`src/urxmp_pkg.sv`:
```
// Purpose: Shared constants and types of the multiprocessor serial receiver.
// Assumes: APB with 32-bit data; every register takes one aligned word.
// Notes: Field positions are bit indices inside the 32-bit register word.
package urxmp_pkg;

	// ----------------------------------------
	// Register map
	// ----------------------------------------
	localparam logic [7:0] OFS_DATA = 8'h00;
	localparam logic [7:0] OFS_STAT = 8'h04;
	localparam logic [7:0] OFS_CTRL0 = 8'h08;
	localparam logic [7:0] OFS_CTRL1 = 8'h0c;
	localparam logic [7:0] OFS_ADDR = 8'h10;
	localparam logic [7:0] OFS_BRH = 8'h14;
	localparam logic [7:0] OFS_BRL = 8'h18;

	// ----------------------------------------
	// Field positions
	// ----------------------------------------
	localparam int CTRL0_RX_EN = 0;
	localparam int CTRL0_PAR_EN = 1;
	localparam int CTRL0_PAR_ODD = 2;
	localparam int CTRL1_MP_SELECT = 0;
	localparam int CTRL1_SCHEME_LSB = 1;
	localparam int CTRL1_ERR_ONLY = 3;
	localparam int STAT_AVAIL = 0;
	localparam int STAT_PAR_ERR = 1;
	localparam int STAT_FRM_ERR = 2;
	localparam int STAT_OVR_ERR = 3;
	localparam int STAT_IN_FRAME = 4;
	localparam int DATA_ADDR_BIT = 8;
	localparam int DATA_PAR_ERR = 9;
	localparam int DATA_FRM_ERR = 10;
	localparam int DATA_NEW_FRAME = 11;
	localparam int CHAR_W = 12;
	localparam int FIFO_DEPTH = 16;

	// ----------------------------------------
	// Reset values, schemes and timing
	// ----------------------------------------
	localparam logic [7:0] RST_BRH = 8'h00;
	localparam logic [7:0] RST_BRL = 8'h01;
	localparam logic [7:0] RST_ADDR = 8'h00;
	localparam logic [1:0] SCH_ALL = 2'b00;
	localparam logic [1:0] SCH_ADDR_IRQ = 2'b01;
	localparam logic [1:0] SCH_MATCH = 2'b10;
	localparam logic [1:0] SCH_DATA_ONLY = 2'b11;
	localparam logic [3:0] OVS_MID = 4'h7;
	localparam logic [3:0] OVS_LAST = 4'hf;
	localparam logic [3:0] LAST_DATA_BIT = 4'h7;

	typedef enum logic [4:0] {
		ST_IDLE = 5'b00001,
		ST_START = 5'b00010,
		ST_DATA = 5'b00100,
		ST_NINTH = 5'b01000,
		ST_STOP = 5'b10000
	} urxmp_rx_st_t;

endpackage

```
`src/urxmp_baud.sv`:
```
// Purpose: Oversampling tick generator, sixteen ticks per bit time.
// Assumes: Divisor is the sixteen-bit baud value; zero acts as one.
// Notes: Counter restarts whenever the receiver is disabled.
`timescale 1ns/100ps
module urxmp_baud (
	input wire logic clock,
	input wire logic rst_n,
	input wire logic en,
	input wire logic [15:0] divisor,
	output logic tick
);
	typedef struct packed {
		logic [15:0] cnt;
		logic tick;
	} urxmp_baud_st_t;

	urxmp_baud_st_t s_q, s_d;
	logic [15:0] div_eff;

	assign div_eff = (divisor == 16'h0000) ? 16'h0001 : divisor;
	assign tick = s_q.tick;

	always_comb begin
		s_d = s_q;
		s_d.tick = 1'b0;
		if (!en) begin
			s_d.cnt = div_eff;
		end else if (s_q.cnt <= 16'h0001) begin
			s_d.cnt = div_eff;
			s_d.tick = 1'b1;
		end else begin
			s_d.cnt = s_q.cnt - 16'h0001;
		end
	end

	always_ff @(posedge clock or negedge rst_n) begin
		if (!rst_n) begin
			s_q <= '0;
		end else begin
			s_q <= s_d;
		end
	end
endmodule

```
`src/urxmp_fifo.sv`:
```
// Purpose: Character FIFO between the receiver and the data register.
// Assumes: Push and pop each complete on valid and ready high at one edge.
// Notes: Depth is a power of two so the pointers wrap by themselves.
`timescale 1ns/100ps
module urxmp_fifo #(
	parameter int WIDTH = 12,
	parameter int DEPTH = 16
) (
	input wire logic clock,
	input wire logic rst_n,
	input wire logic in_valid,
	output logic in_ready,
	input wire logic [WIDTH-1:0] in_data,
	output logic out_valid,
	input wire logic out_ready,
	output logic [WIDTH-1:0] out_data
);
	localparam int AW = $clog2(DEPTH);

	typedef struct packed {
		logic [DEPTH-1:0][WIDTH-1:0] mem;
		logic [AW-1:0] wr_ptr;
		logic [AW-1:0] rd_ptr;
		logic [AW:0] count;
	} urxmp_fifo_st_t;

	urxmp_fifo_st_t s_q, s_d;
	logic push, pop;

	assign in_ready = s_q.count != (AW+1)'(DEPTH);
	assign out_valid = s_q.count != '0;
	assign out_data = s_q.mem[s_q.rd_ptr];
	assign push = in_valid & in_ready;
	assign pop = out_valid & out_ready;

	always_comb begin
		s_d = s_q;
		if (push) begin
			s_d.mem[s_q.wr_ptr] = in_data;
			s_d.wr_ptr = s_q.wr_ptr + 1'b1;
		end
		if (pop) begin
			s_d.rd_ptr = s_q.rd_ptr + 1'b1;
		end
		s_d.count = s_q.count + (AW+1)'(push) - (AW+1)'(pop);
	end

	always_ff @(posedge clock or negedge rst_n) begin
		if (!rst_n) begin
			s_q <= '0;
		end else begin
			s_q <= s_d;
		end
	end

endmodule

```
`src/urxmp_top.sv`:
```
// Purpose: Receive side of a serial port with 9-bit multiprocessor addressing.
// Assumes: Serial input is synchronous to clock; APB slave with registered answer.
// Notes: A character waits in a holding stage until the FIFO takes it.
// Operation
// - Interrupt raised when a received character is available while errors-only mode is clear, or when an error is flagged.
// - Receiver takes serial data only while the receive enable bit is set.
// - Even or odd parity checking is optional when multiprocessor mode is off.
// - Ninth-bit multiprocessor behaviour acts only while multiprocessor select is set.
// - A two-bit scheme field chooses the address matching scheme.
// - Interrupt fires on data and errors, or on errors alone, by software choice.
// - In multiprocessor mode the ninth bit marks an address character.
// - Address compare register holds the node address for hardware matching.
// - Receive bit rate comes from the baud high and low byte registers.
// - Scheme 01 interrupts on every address character while errors-only mode is clear, and never on data.
// - Scheme 10 drops mismatched frames, keeps matched address and following data.
`timescale 1ns/100ps
module urxmp_top (
	input wire logic clock,
	input wire logic rst_n,
	input wire logic psel,
	input wire logic penable,
	input wire logic pwrite,
	input wire logic [7:0] paddr,
	input wire logic [31:0] pwdata,
	output logic [31:0] prdata,
	output logic pready,
	output logic pslverr,
	input wire logic rxd,
	output logic rx_irq
);

	// ----------------------------------------
	// State
	// ----------------------------------------
	typedef struct packed {
		urxmp_pkg::urxmp_rx_st_t st;
		logic [3:0] ovs;
		logic [3:0] bitn;
		logic [7:0] shreg;
		logic bit9;
		logic rx_en;
		logic par_en;
		logic par_odd;
		logic mp_sel;
		logic [1:0] scheme;
		logic err_only;
		logic [7:0] addr;
		logic [7:0] brh;
		logic [7:0] brl;
		logic in_frame;
		logic first;
		logic push_valid;
		logic [urxmp_pkg::CHAR_W-1:0] push_data;
		logic par_err;
		logic frm_err;
		logic ovr_err;
		logic [31:0] prdata;
		logic pready;
		logic pslverr;
		logic irq;
	} urxmp_state_t;

	urxmp_state_t s_q, s_d;
	logic tick, fifo_ready, fifo_valid, pop;
	logic [urxmp_pkg::CHAR_W-1:0] fifo_data;
	logic acc_first, acc_done, wr_en, frame_done;
	logic is_addr, match, par_bad, accept, frame_head;

	function automatic logic urxmp_mapped(input logic [7:0] a);
		return a == urxmp_pkg::OFS_DATA || a == urxmp_pkg::OFS_STAT || a == urxmp_pkg::OFS_CTRL0 ||
			a == urxmp_pkg::OFS_CTRL1 || a == urxmp_pkg::OFS_ADDR || a == urxmp_pkg::OFS_BRH ||
			a == urxmp_pkg::OFS_BRL;
	endfunction

	assign acc_first = psel & penable & ~s_q.pready;
	assign acc_done = psel & penable & s_q.pready;
	assign wr_en = acc_done & pwrite;
	assign pop = acc_done & ~pwrite & (paddr == urxmp_pkg::OFS_DATA);
	assign is_addr = s_q.mp_sel & s_q.bit9;
	assign match = s_q.shreg == s_q.addr;
	assign par_bad = s_q.par_en & ~s_q.mp_sel & ((^{s_q.shreg, s_q.bit9}) != s_q.par_odd);

	assign prdata = s_q.prdata;
	assign pready = s_q.pready;
	assign pslverr = s_q.pslverr;
	assign rx_irq = s_q.irq;

	// ----------------------------------------
	// Bit clock and character buffer
	// ----------------------------------------
	urxmp_baud u_baud (
		.clock(clock),
		.rst_n(rst_n),
		.en(s_q.rx_en),
		.divisor({s_q.brh, s_q.brl}),
		.tick(tick)
	);

	urxmp_fifo #(
		.WIDTH(urxmp_pkg::CHAR_W),
		.DEPTH(urxmp_pkg::FIFO_DEPTH)
	) u_fifo (
		.clock(clock),
		.rst_n(rst_n),
		.in_valid(s_q.push_valid),
		.in_ready(fifo_ready),
		.in_data(s_q.push_data),
		.out_valid(fifo_valid),
		.out_ready(pop),
		.out_data(fifo_data)
	);

	// ----------------------------------------
	// Address filter
	// ----------------------------------------
	// Matching schemes decide whether a finished character reaches the FIFO.
	always_comb begin
		accept = 1'b1;
		frame_head = 1'b0;
		if (s_q.mp_sel) begin
			unique case (s_q.scheme)
				urxmp_pkg::SCH_ALL: begin
					frame_head = is_addr;
				end
				urxmp_pkg::SCH_ADDR_IRQ: begin
					accept = is_addr;
				end
				urxmp_pkg::SCH_MATCH, urxmp_pkg::SCH_DATA_ONLY: begin
					if (is_addr) begin
						accept = match & (s_q.scheme == urxmp_pkg::SCH_MATCH);
					end else begin
						accept = s_q.in_frame;
						frame_head = s_q.first;
					end
				end
			endcase
		end
	end

	// ----------------------------------------
	// Next state
	// ----------------------------------------
	always_comb begin
		logic [31:0] rw;
		rw = '0;
		s_d = s_q;
		frame_done = 1'b0;

		unique case (paddr)
			urxmp_pkg::OFS_DATA: rw[urxmp_pkg::CHAR_W-1:0] = fifo_valid ? fifo_data : '0;
			urxmp_pkg::OFS_STAT: begin
				rw[urxmp_pkg::STAT_AVAIL] = fifo_valid;
				rw[urxmp_pkg::STAT_PAR_ERR] = s_q.par_err;
				rw[urxmp_pkg::STAT_FRM_ERR] = s_q.frm_err;
				rw[urxmp_pkg::STAT_OVR_ERR] = s_q.ovr_err;
				rw[urxmp_pkg::STAT_IN_FRAME] = s_q.in_frame;
			end
			urxmp_pkg::OFS_CTRL0: begin
				rw[urxmp_pkg::CTRL0_RX_EN] = s_q.rx_en;
				rw[urxmp_pkg::CTRL0_PAR_EN] = s_q.par_en;
				rw[urxmp_pkg::CTRL0_PAR_ODD] = s_q.par_odd;
			end
			urxmp_pkg::OFS_CTRL1: begin
				rw[urxmp_pkg::CTRL1_MP_SELECT] = s_q.mp_sel;
				rw[urxmp_pkg::CTRL1_SCHEME_LSB +: 2] = s_q.scheme;
				rw[urxmp_pkg::CTRL1_ERR_ONLY] = s_q.err_only;
			end
			urxmp_pkg::OFS_ADDR: rw[7:0] = s_q.addr;
			urxmp_pkg::OFS_BRH: rw[7:0] = s_q.brh;
			urxmp_pkg::OFS_BRL: rw[7:0] = s_q.brl;
			default: rw = '0;
		endcase

		// The answer is registered, so every access holds one wait cycle.
		s_d.pready = acc_first;
		s_d.pslverr = acc_first & ~urxmp_mapped(paddr);
		s_d.prdata = acc_first ? rw : '0;

		if (wr_en) begin
			unique case (paddr)
				urxmp_pkg::OFS_CTRL0: begin
					s_d.rx_en = pwdata[urxmp_pkg::CTRL0_RX_EN];
					s_d.par_en = pwdata[urxmp_pkg::CTRL0_PAR_EN];
					s_d.par_odd = pwdata[urxmp_pkg::CTRL0_PAR_ODD];
				end
				urxmp_pkg::OFS_CTRL1: begin
					s_d.mp_sel = pwdata[urxmp_pkg::CTRL1_MP_SELECT];
					s_d.scheme = pwdata[urxmp_pkg::CTRL1_SCHEME_LSB +: 2];
					s_d.err_only = pwdata[urxmp_pkg::CTRL1_ERR_ONLY];
				end
				urxmp_pkg::OFS_STAT: begin
					s_d.par_err = s_q.par_err & ~pwdata[urxmp_pkg::STAT_PAR_ERR];
					s_d.frm_err = s_q.frm_err & ~pwdata[urxmp_pkg::STAT_FRM_ERR];
					s_d.ovr_err = s_q.ovr_err & ~pwdata[urxmp_pkg::STAT_OVR_ERR];
				end
				urxmp_pkg::OFS_ADDR: s_d.addr = pwdata[7:0];
				urxmp_pkg::OFS_BRH: s_d.brh = pwdata[7:0];
				urxmp_pkg::OFS_BRL: s_d.brl = pwdata[7:0];
				default: s_d.addr = s_q.addr;
			endcase
		end

		if (s_q.push_valid && fifo_ready) begin
			s_d.push_valid = 1'b0;
		end

		// Receiver; dropping the enable abandons any frame in progress.
		if (!s_q.rx_en) begin
			s_d.st = urxmp_pkg::ST_IDLE;
		end else begin
			unique case (s_q.st)
				urxmp_pkg::ST_IDLE: begin
					if (!rxd) begin
						s_d.st = urxmp_pkg::ST_START;
						s_d.ovs = 4'h0;
					end
				end
				urxmp_pkg::ST_START: begin
					if (tick) begin
						s_d.ovs = 4'(s_q.ovs + 4'h1);
						if (s_q.ovs == urxmp_pkg::OVS_MID) begin
							s_d.ovs = 4'h0;
							s_d.bitn = 4'h0;
							s_d.bit9 = 1'b0;
							s_d.st = rxd ? urxmp_pkg::ST_IDLE : urxmp_pkg::ST_DATA;
						end
					end
				end
				urxmp_pkg::ST_DATA: begin
					if (tick) begin
						s_d.ovs = 4'(s_q.ovs + 4'h1);
						if (s_q.ovs == urxmp_pkg::OVS_LAST) begin
							s_d.shreg = {rxd, s_q.shreg[7:1]};
							s_d.bitn = 4'(s_q.bitn + 4'h1);
							if (s_q.bitn == urxmp_pkg::LAST_DATA_BIT) begin
								s_d.st = (s_q.mp_sel | s_q.par_en) ? urxmp_pkg::ST_NINTH : urxmp_pkg::ST_STOP;
							end
						end
					end
				end
				urxmp_pkg::ST_NINTH: begin
					if (tick) begin
						s_d.ovs = 4'(s_q.ovs + 4'h1);
						if (s_q.ovs == urxmp_pkg::OVS_LAST) begin
							s_d.bit9 = rxd;
							s_d.st = urxmp_pkg::ST_STOP;
						end
					end
				end
				urxmp_pkg::ST_STOP: begin
					if (tick) begin
						s_d.ovs = 4'(s_q.ovs + 4'h1);
						if (s_q.ovs == urxmp_pkg::OVS_LAST) begin
							s_d.st = urxmp_pkg::ST_IDLE;
							frame_done = 1'b1;
						end
					end
				end
			endcase
		end

		// A flag set by a finished frame wins over a clear in the same cycle.
		if (frame_done) begin
			if (s_q.mp_sel && s_q.scheme[1] && is_addr) begin
				s_d.in_frame = match;
				s_d.first = match;
			end else if (s_q.mp_sel && s_q.scheme[1] && s_q.in_frame) begin
				s_d.first = 1'b0;
			end
			if (accept) begin
				s_d.frm_err = s_d.frm_err | ~rxd;
				s_d.par_err = s_d.par_err | par_bad;
				if (s_q.push_valid && !fifo_ready) begin
					s_d.ovr_err = 1'b1;
				end else begin
					s_d.push_valid = 1'b1;
					s_d.push_data = {frame_head, ~rxd, par_bad, is_addr, s_q.shreg};
				end
			end
		end

		s_d.irq = (~s_q.err_only & fifo_valid) | s_q.par_err | s_q.frm_err | s_q.ovr_err;
	end

	always_ff @(posedge clock or negedge rst_n) begin
		if (!rst_n) begin
			s_q <= '0;
			s_q.st <= urxmp_pkg::ST_IDLE;
			s_q.addr <= urxmp_pkg::RST_ADDR;
			s_q.brh <= urxmp_pkg::RST_BRH;
			s_q.brl <= urxmp_pkg::RST_BRL;
		end else begin
			s_q <= s_d;
		end
	end
endmodule

```
`config.mk`:
```
export PLATFORM = sky130hd
export DESIGN_NAME = urxmp_top
export DESIGN_NICKNAME = d
export VERILOG_FILES = /design/src/urxmp_pkg.sv /design/src/urxmp_baud.sv /design/src/urxmp_fifo.sv /design/src/urxmp_top.sv
export SDC_FILE = /design/constraint.sdc
export NUM_CORES = 1
export LEC_CHECK = 0
export ABC_AREA = 1
export BUFFER_PORTS_ARGS = -buffer_cell sky130_fd_sc_hd__buf_2
export CORE_AREA = 2 2 170 188
export CTS_BUF_LIST = sky130_fd_sc_hd__clkbuf_4
export CTS_CLUSTER_DIAMETER = 80
export CTS_CLUSTER_SIZE = 16
export DETAILED_ROUTE_END_ITERATION = 6
export DIE_AREA = 0 0 172 190
export GPL_TIMING_DRIVEN = 0
export PLACE_DENSITY = 0.79
export SYNTH_ARGS = -nofsm -noshare
export SYNTH_HDL_FRONTEND = slang
export SYNTH_SLANG_ARGS = --single-unit
export TNS_END_PERCENT = 20
```
`constraint.sdc`:
```
create_clock -name clock -period 2.4 [get_ports clock]
set_input_delay 0.24 -clock clock [delete_from_list [all_inputs] [get_ports clock]]
set_output_delay 0.24 -clock clock [all_outputs]
set_load 0.05 [all_outputs]
```
=== After elaboration in Yosys (flattened, before gate mapping) ===
Cells that the tools add are included.

* Bits in registers: 308
* Output and inout port bits: 35
* Logic and storage cells: 220

* Add/subtract/negate cells: 7
* $lt $le $gt $ge: 4
* Equal/unequal tests: 38
* Multiplexer cells: 57
* Bitwise gates (word level): 33
* Reduce and logical (&&, ||, !) cells: 35

{| class="wikitable"
|+ Operators by type and width
! operator !! count
|-
| $bwmux 192 || 1
|-
| $mux 16 || 5
|-
| $mux 12 || 5
|-
| $bmux 12 s4 || 1
|-
| $demux 12 s4 || 1
|-
| $pmux 9 s5 || 1
|-
| $mux 13 || 3
|-
| $mux 5 || 6
|-
| $mux 9 || 3
|-
| $eq 8x5->1 const B || 3
|-
| $mux 21 || 1
|-
| $pmux 3 s7 || 1
|-
| $mux 1 || 18
|-
| $ne 3x3->1 const B || 6
|-
| $reduce_and 6->1 || 3
|-
| $and 1x1->1 || 17
|-
| $add 4x1->4 const B || 4
|-
| $eq 8x4->1 const B || 2
|-
| $le 16x1->1 const B || 1
|-
| $logic_not 16->1 || 1
|-
| $sub 16x1->16 const B || 1
|-
| $reduce_and 2->1 || 7
|-
| $ne 3x2->1 const B || 4
|-
| $pmux 3 s4 || 1
|-
| other kinds (39) || 78
|}

=== Depth between registers and ports, before layout ===
* Depth in word-level cells: 9
* Depth in mapped cells: 15

=== Hierarchy ===
From an unflattened synthesis, not the netlist that was laid out.

* Cell total of the unflattened synthesis: 2060
* Area total of the unflattened synthesis: 15817.7 µm²

{| class="wikitable"
|+ Modules (own cells, without submodules)
! module !! times used !! cells an instance !! area each (µm²)
|-
| urxmp_fifo || 1 || 1306 || 10085.9
|-
| urxmp_top || 1 || 591 || 4621.9
|-
| urxmp_baud || 1 || 163 || 1109.8
|}

=== Least setup slack after synthesis ===
No wires, ideal clock.

* Kind: flip-flop to flip-flop
* From: register u_fifo.s_q[3] in the netlist's numbering
* To: register u_fifo.s_q[4] in the netlist's numbering
* Library setup time: 79 ps
* Arrival time: 2435 ps
* Slack: -114 ps
* Stages on the path, launching flop included: 15
* Path buffers: 1
* Period minus slack after synthesis: 2514 ps
* Cell sequence: dfrtp_1 -> inv_1 -> ha_1 -> nand4_1 -> nor2b_2 -> buf_6 -> nand2_2 -> inv_2 -> ha_1 -> inv_1 -> ha_1 -> inv_1 -> fa_1 -> o21ai_0 -> xor2_1

{| class="wikitable"
|+ RTL lines
! what !! line !! source
|-
| from (decl) || urxmp_fifo.sv:27 || <nowiki>urxmp_fifo_st_t s_q, s_d;</nowiki>
|-
| from (signal assigned) || urxmp_fifo.sv:50 || <nowiki>s_q <= '0;</nowiki>
|-
| from (signal assigned) || urxmp_fifo.sv:52 || <nowiki>s_q <= s_d;</nowiki>
|}

==> results by group <==
Status
  – Status: complete, no violations

Setup path
  – Crit Path Class: register to register
  – CP startpoint: u_fifo.s_q[3]$_DFF_PN0_
  – Critical R2R Launch: u_fifo.s_q[3]$_DFF_PN0_
  – Worst Setup End Kind: register
  – Startpoint Class: register
  – CP arrival: 2.98 ns
  – Worst EP required: 3.01 ns
  – Worst-path maximum fanout: 2

Placed design
  – Routability Congestion: 0.991
  – Area after DPL: 16000 µm²
  – Port Buf Inserts: 36
  – DPL Wire Length: 30300 µm
  – Placed cells: 2263

Global routing
  – Pin count of the biggest net entering global routing: 125
  – GRT Util Overall: 26.4%
  – Antenna violations before repair: 2
  – First-pass GRT wire length: 68000 µm
  – Vias in the first global route: 12.8k
  – Total gr overflow: 0

Logic synthesis
  – Post-synth EDFFs: 0
  – Syn. warnings: 0
  – Mapped Cells: 1786
  – Syn Area/Cell: 8.50 µm²
  – Main synth FF type: dfrtp_1
  – #FFs+latches synth: 308
  – Cell Area, Synth: 15200 µm²
  – Asr flop ratio synth: 100%
  – Yosys cell types: 55
  – Sequential fraction of the synthesis area: 50.8%

Clock tree
  – Clk_lat worst skew: 0.78 ns
  – CTS sink count: 308
  – Clk root buf: clkbuf_4
  – CTS tree: yes
  – Max H-tree Level: 1
  – CTS Buf Count: 23
  – Longest Clk Path Bufs: 3
  – Clock slew at reported path FFs: 0.18 ns

Die
  – Starting density of the core: 49.0%
  – Core Box Area: 31000 µm²
  – Chip Height: 190 µm
  – IO Pins: 81
  – Die X-Extent: 172 µm
  – Row cnt: 68
  – Die Area: 32700 µm²

Final layout
  – Fin area: 16600 µm²
  – Final core occ: 53.5%
  – Area growth, synth to finish: 9.19%
  – Layout cells sized above 1: 14.5%
  – Post-layout instance count excluding filler cells: 2321
  – Fillers: 2862
  – Final nets: 1956

Job
  – Max_cap viols: 0

Worst hold path
  – Worst hold path type: input port to asynchronous set/reset pin

Drt
  – DR iter-0 viols: 1324
  – Final ANT Viol Nets: 0
  – DRC errors left: 0
  – Wirelength, routed: 42100 µm
  – Vias: 13.1k
  – Drt pass-1 iters: 6
  – Wire per inst: 18.1 µm
  – Vias/cell: 5.66

Power
  – Power Total: 7.86 mW
  – LEAKAGE: 7.66 nW
  – Worst VDD drop: 372 µV
  – Pwr per Cell Area: 474 nW/µm²

Timing
  – Setup tns final: 0 ns
  – Clock skew: 0.151 ns
  – Slew margin rel.: 44.5%
  – Worst-Margin Slew: 0.832 ns
  – Max Clk Rate: 0.421 GHz
  – Final Hold Viols: 0
  – Unrepaired setup endpoints after global routing: true
  – Tmin final: 2.38 ns
  – Fin crit share: 99.0%
  – Final setup fails: 0
  – Final max-slew violation count: 0
-- worst paths after layout --
kind                                          endpoint  cells past startpoint  slack (ns)
setup / recovery               u_fifo.s_q[4]$_DFF_PN0_                     14        0.02
hold / removal             u_fifo.s_q[111]$_DFFE_PN0P_                      2        0.03
setup reg to reg               u_fifo.s_q[4]$_DFF_PN0_                     14        0.02
hold reg to reg                    s_q[38]$_DFFE_PN0P_                      2        0.49
max in group asynchronous      u_baud.s_q[3]$_DFF_PN0_                      3        1.28
min in group clock                 prdata[6]$_DFF_PN0_                      8        0.04
-- synthesized netlist by cell type (19+ instances only) --
cell	number	share of area, %
buf_2	43	1.4
nand4_1	19	0.78
clkbuf_1	33	0.82
nor2_1	101	2.5
buf_4	41	2.0
o21ai_0	293	9.7
a21oi_1	55	1.8
nand3_1	69	2.3
xor2_1	22	1.3
nand2_1	462	11
inv_1	112	2.8
dfrtp_1	306	50
o21ai_1	23	0.76
-- final cells by class --
class | instances | area [µm²] | area share (%)
Clock inverter | 2 | 23.8 | 0.143
Timing Repair Buffer | 65 | 492 | 2.97
Inverter | 127 | 493 | 2.98
Clock buffer | 28 | 210 | 1.27
Tap cell | 420 | 526 | 3.17
Sequential cell | 308 | 7710 | 46.5
Multi-Input combinational cell | 1242 | 6350 | 38.4
Buffer | 127 | 754 | 4.55
Antenna cell | 2 | 5.00 | 0.0302
-- power by group --
group	total [mW]	internal, mW	switching [mW]
clock	2.18	0.550	1.63
sequential	5.23	5.21	0.0171
combinational	0.444	0.123	0.321
total	7.86	5.88	1.97
-- sequential cells by signal (all words and copies together), names as in the netlist --
| name | count |
|---|---|
| u_fifo.s_q | 205 |
| s_q | 71 |
| u_baud.s_q | 16 |
| prdata | 12 |
| pready | 1 |
| pslverr | 1 |
| rx_irq | 1 |
| u_baud.tick | 1 |
-- timing repair --
action,4_1_cts,5_1_grt
endpoints found under the hold margin,116,0
gates resized for setup,18,2
setup buffers,10,1
hold buffers,16,0
pin swaps,4,1
setup endpoints to repair,5,8
-- cell families after synthesis --
group	synth area share (%)
compound gates	15.9
other cells	0.0247
buf+inv	8.22
simple gates	21.7
xor+xnor	1.95
fa+ha+maj	1.37
flops	50.8
-- metrics by stage --
step / setup WS (ns) / hold WS [ns]
2_1_floorplan: 0.0130 / -0.0556
3_3_place_gp: -4.59 / 0.456
3_5_place_dp: -0.620 / 0.276
4_1_cts: 0.00975 / 0.0549
5_1_grt: -0.0921 / 0.0805
6_report: 0.0245 / 0.0272
-- per-layer routing --
| metal | up-vias | global-route usage, % | share of wire, % |
|---|---|---|---|
| met5 | - | 0 | 0 |
| met4 | 0 | 12.0 | 5.1 |
| met3 | 139 | 4.08 | 8.2 |
| met2 | 631 | 43.1 | 47 |
| met1 | 6303 | 34.7 | 40 |
| li1 | 6056 | - | - |
-- critical path, stage by stage, from the launching register on --
cell and delay, ns:
dfrtp_1 0.40, inv_2 0.06, ha_4 0.16, nand4_1 0.10
buf_6 0.13, nor2b_4 0.21, nand2_8 0.09, inv_8 0.09
ha_4 0.20, inv_4 0.06, ha_4 0.13, inv_2 0.03
fa_2 0.35, o21ai_2 0.14, xor2_1 0.15
-- placed cells by master (no fill, tap or decap), types with 6 or more instances in the layout --
cell,n
nand4_4,6
dlygate4sd3_1,16
clkbuf_4,28
nor2_2,9
buf_6,10
nand2_2,15
nor2_4,9
o21ai_1,23
xor2_1,22
a21oi_1,55
conb_1,20
or2_2,7
inv_1,108
o21ai_2,8
nor3_1,7
inv_2,14
a211oi_1,6
nand2_1,462
buf_2,78
xnor2_1,10
nand3_1,69
dfrtp_1,306
clkbuf_1,32
o221ai_1,8
nor2_1,101
nand4_1,19
buf_4,51
o211ai_1,15
o22ai_1,18
ha_1,12
o21ai_0,292
Power figures use the tool's default switching activity.
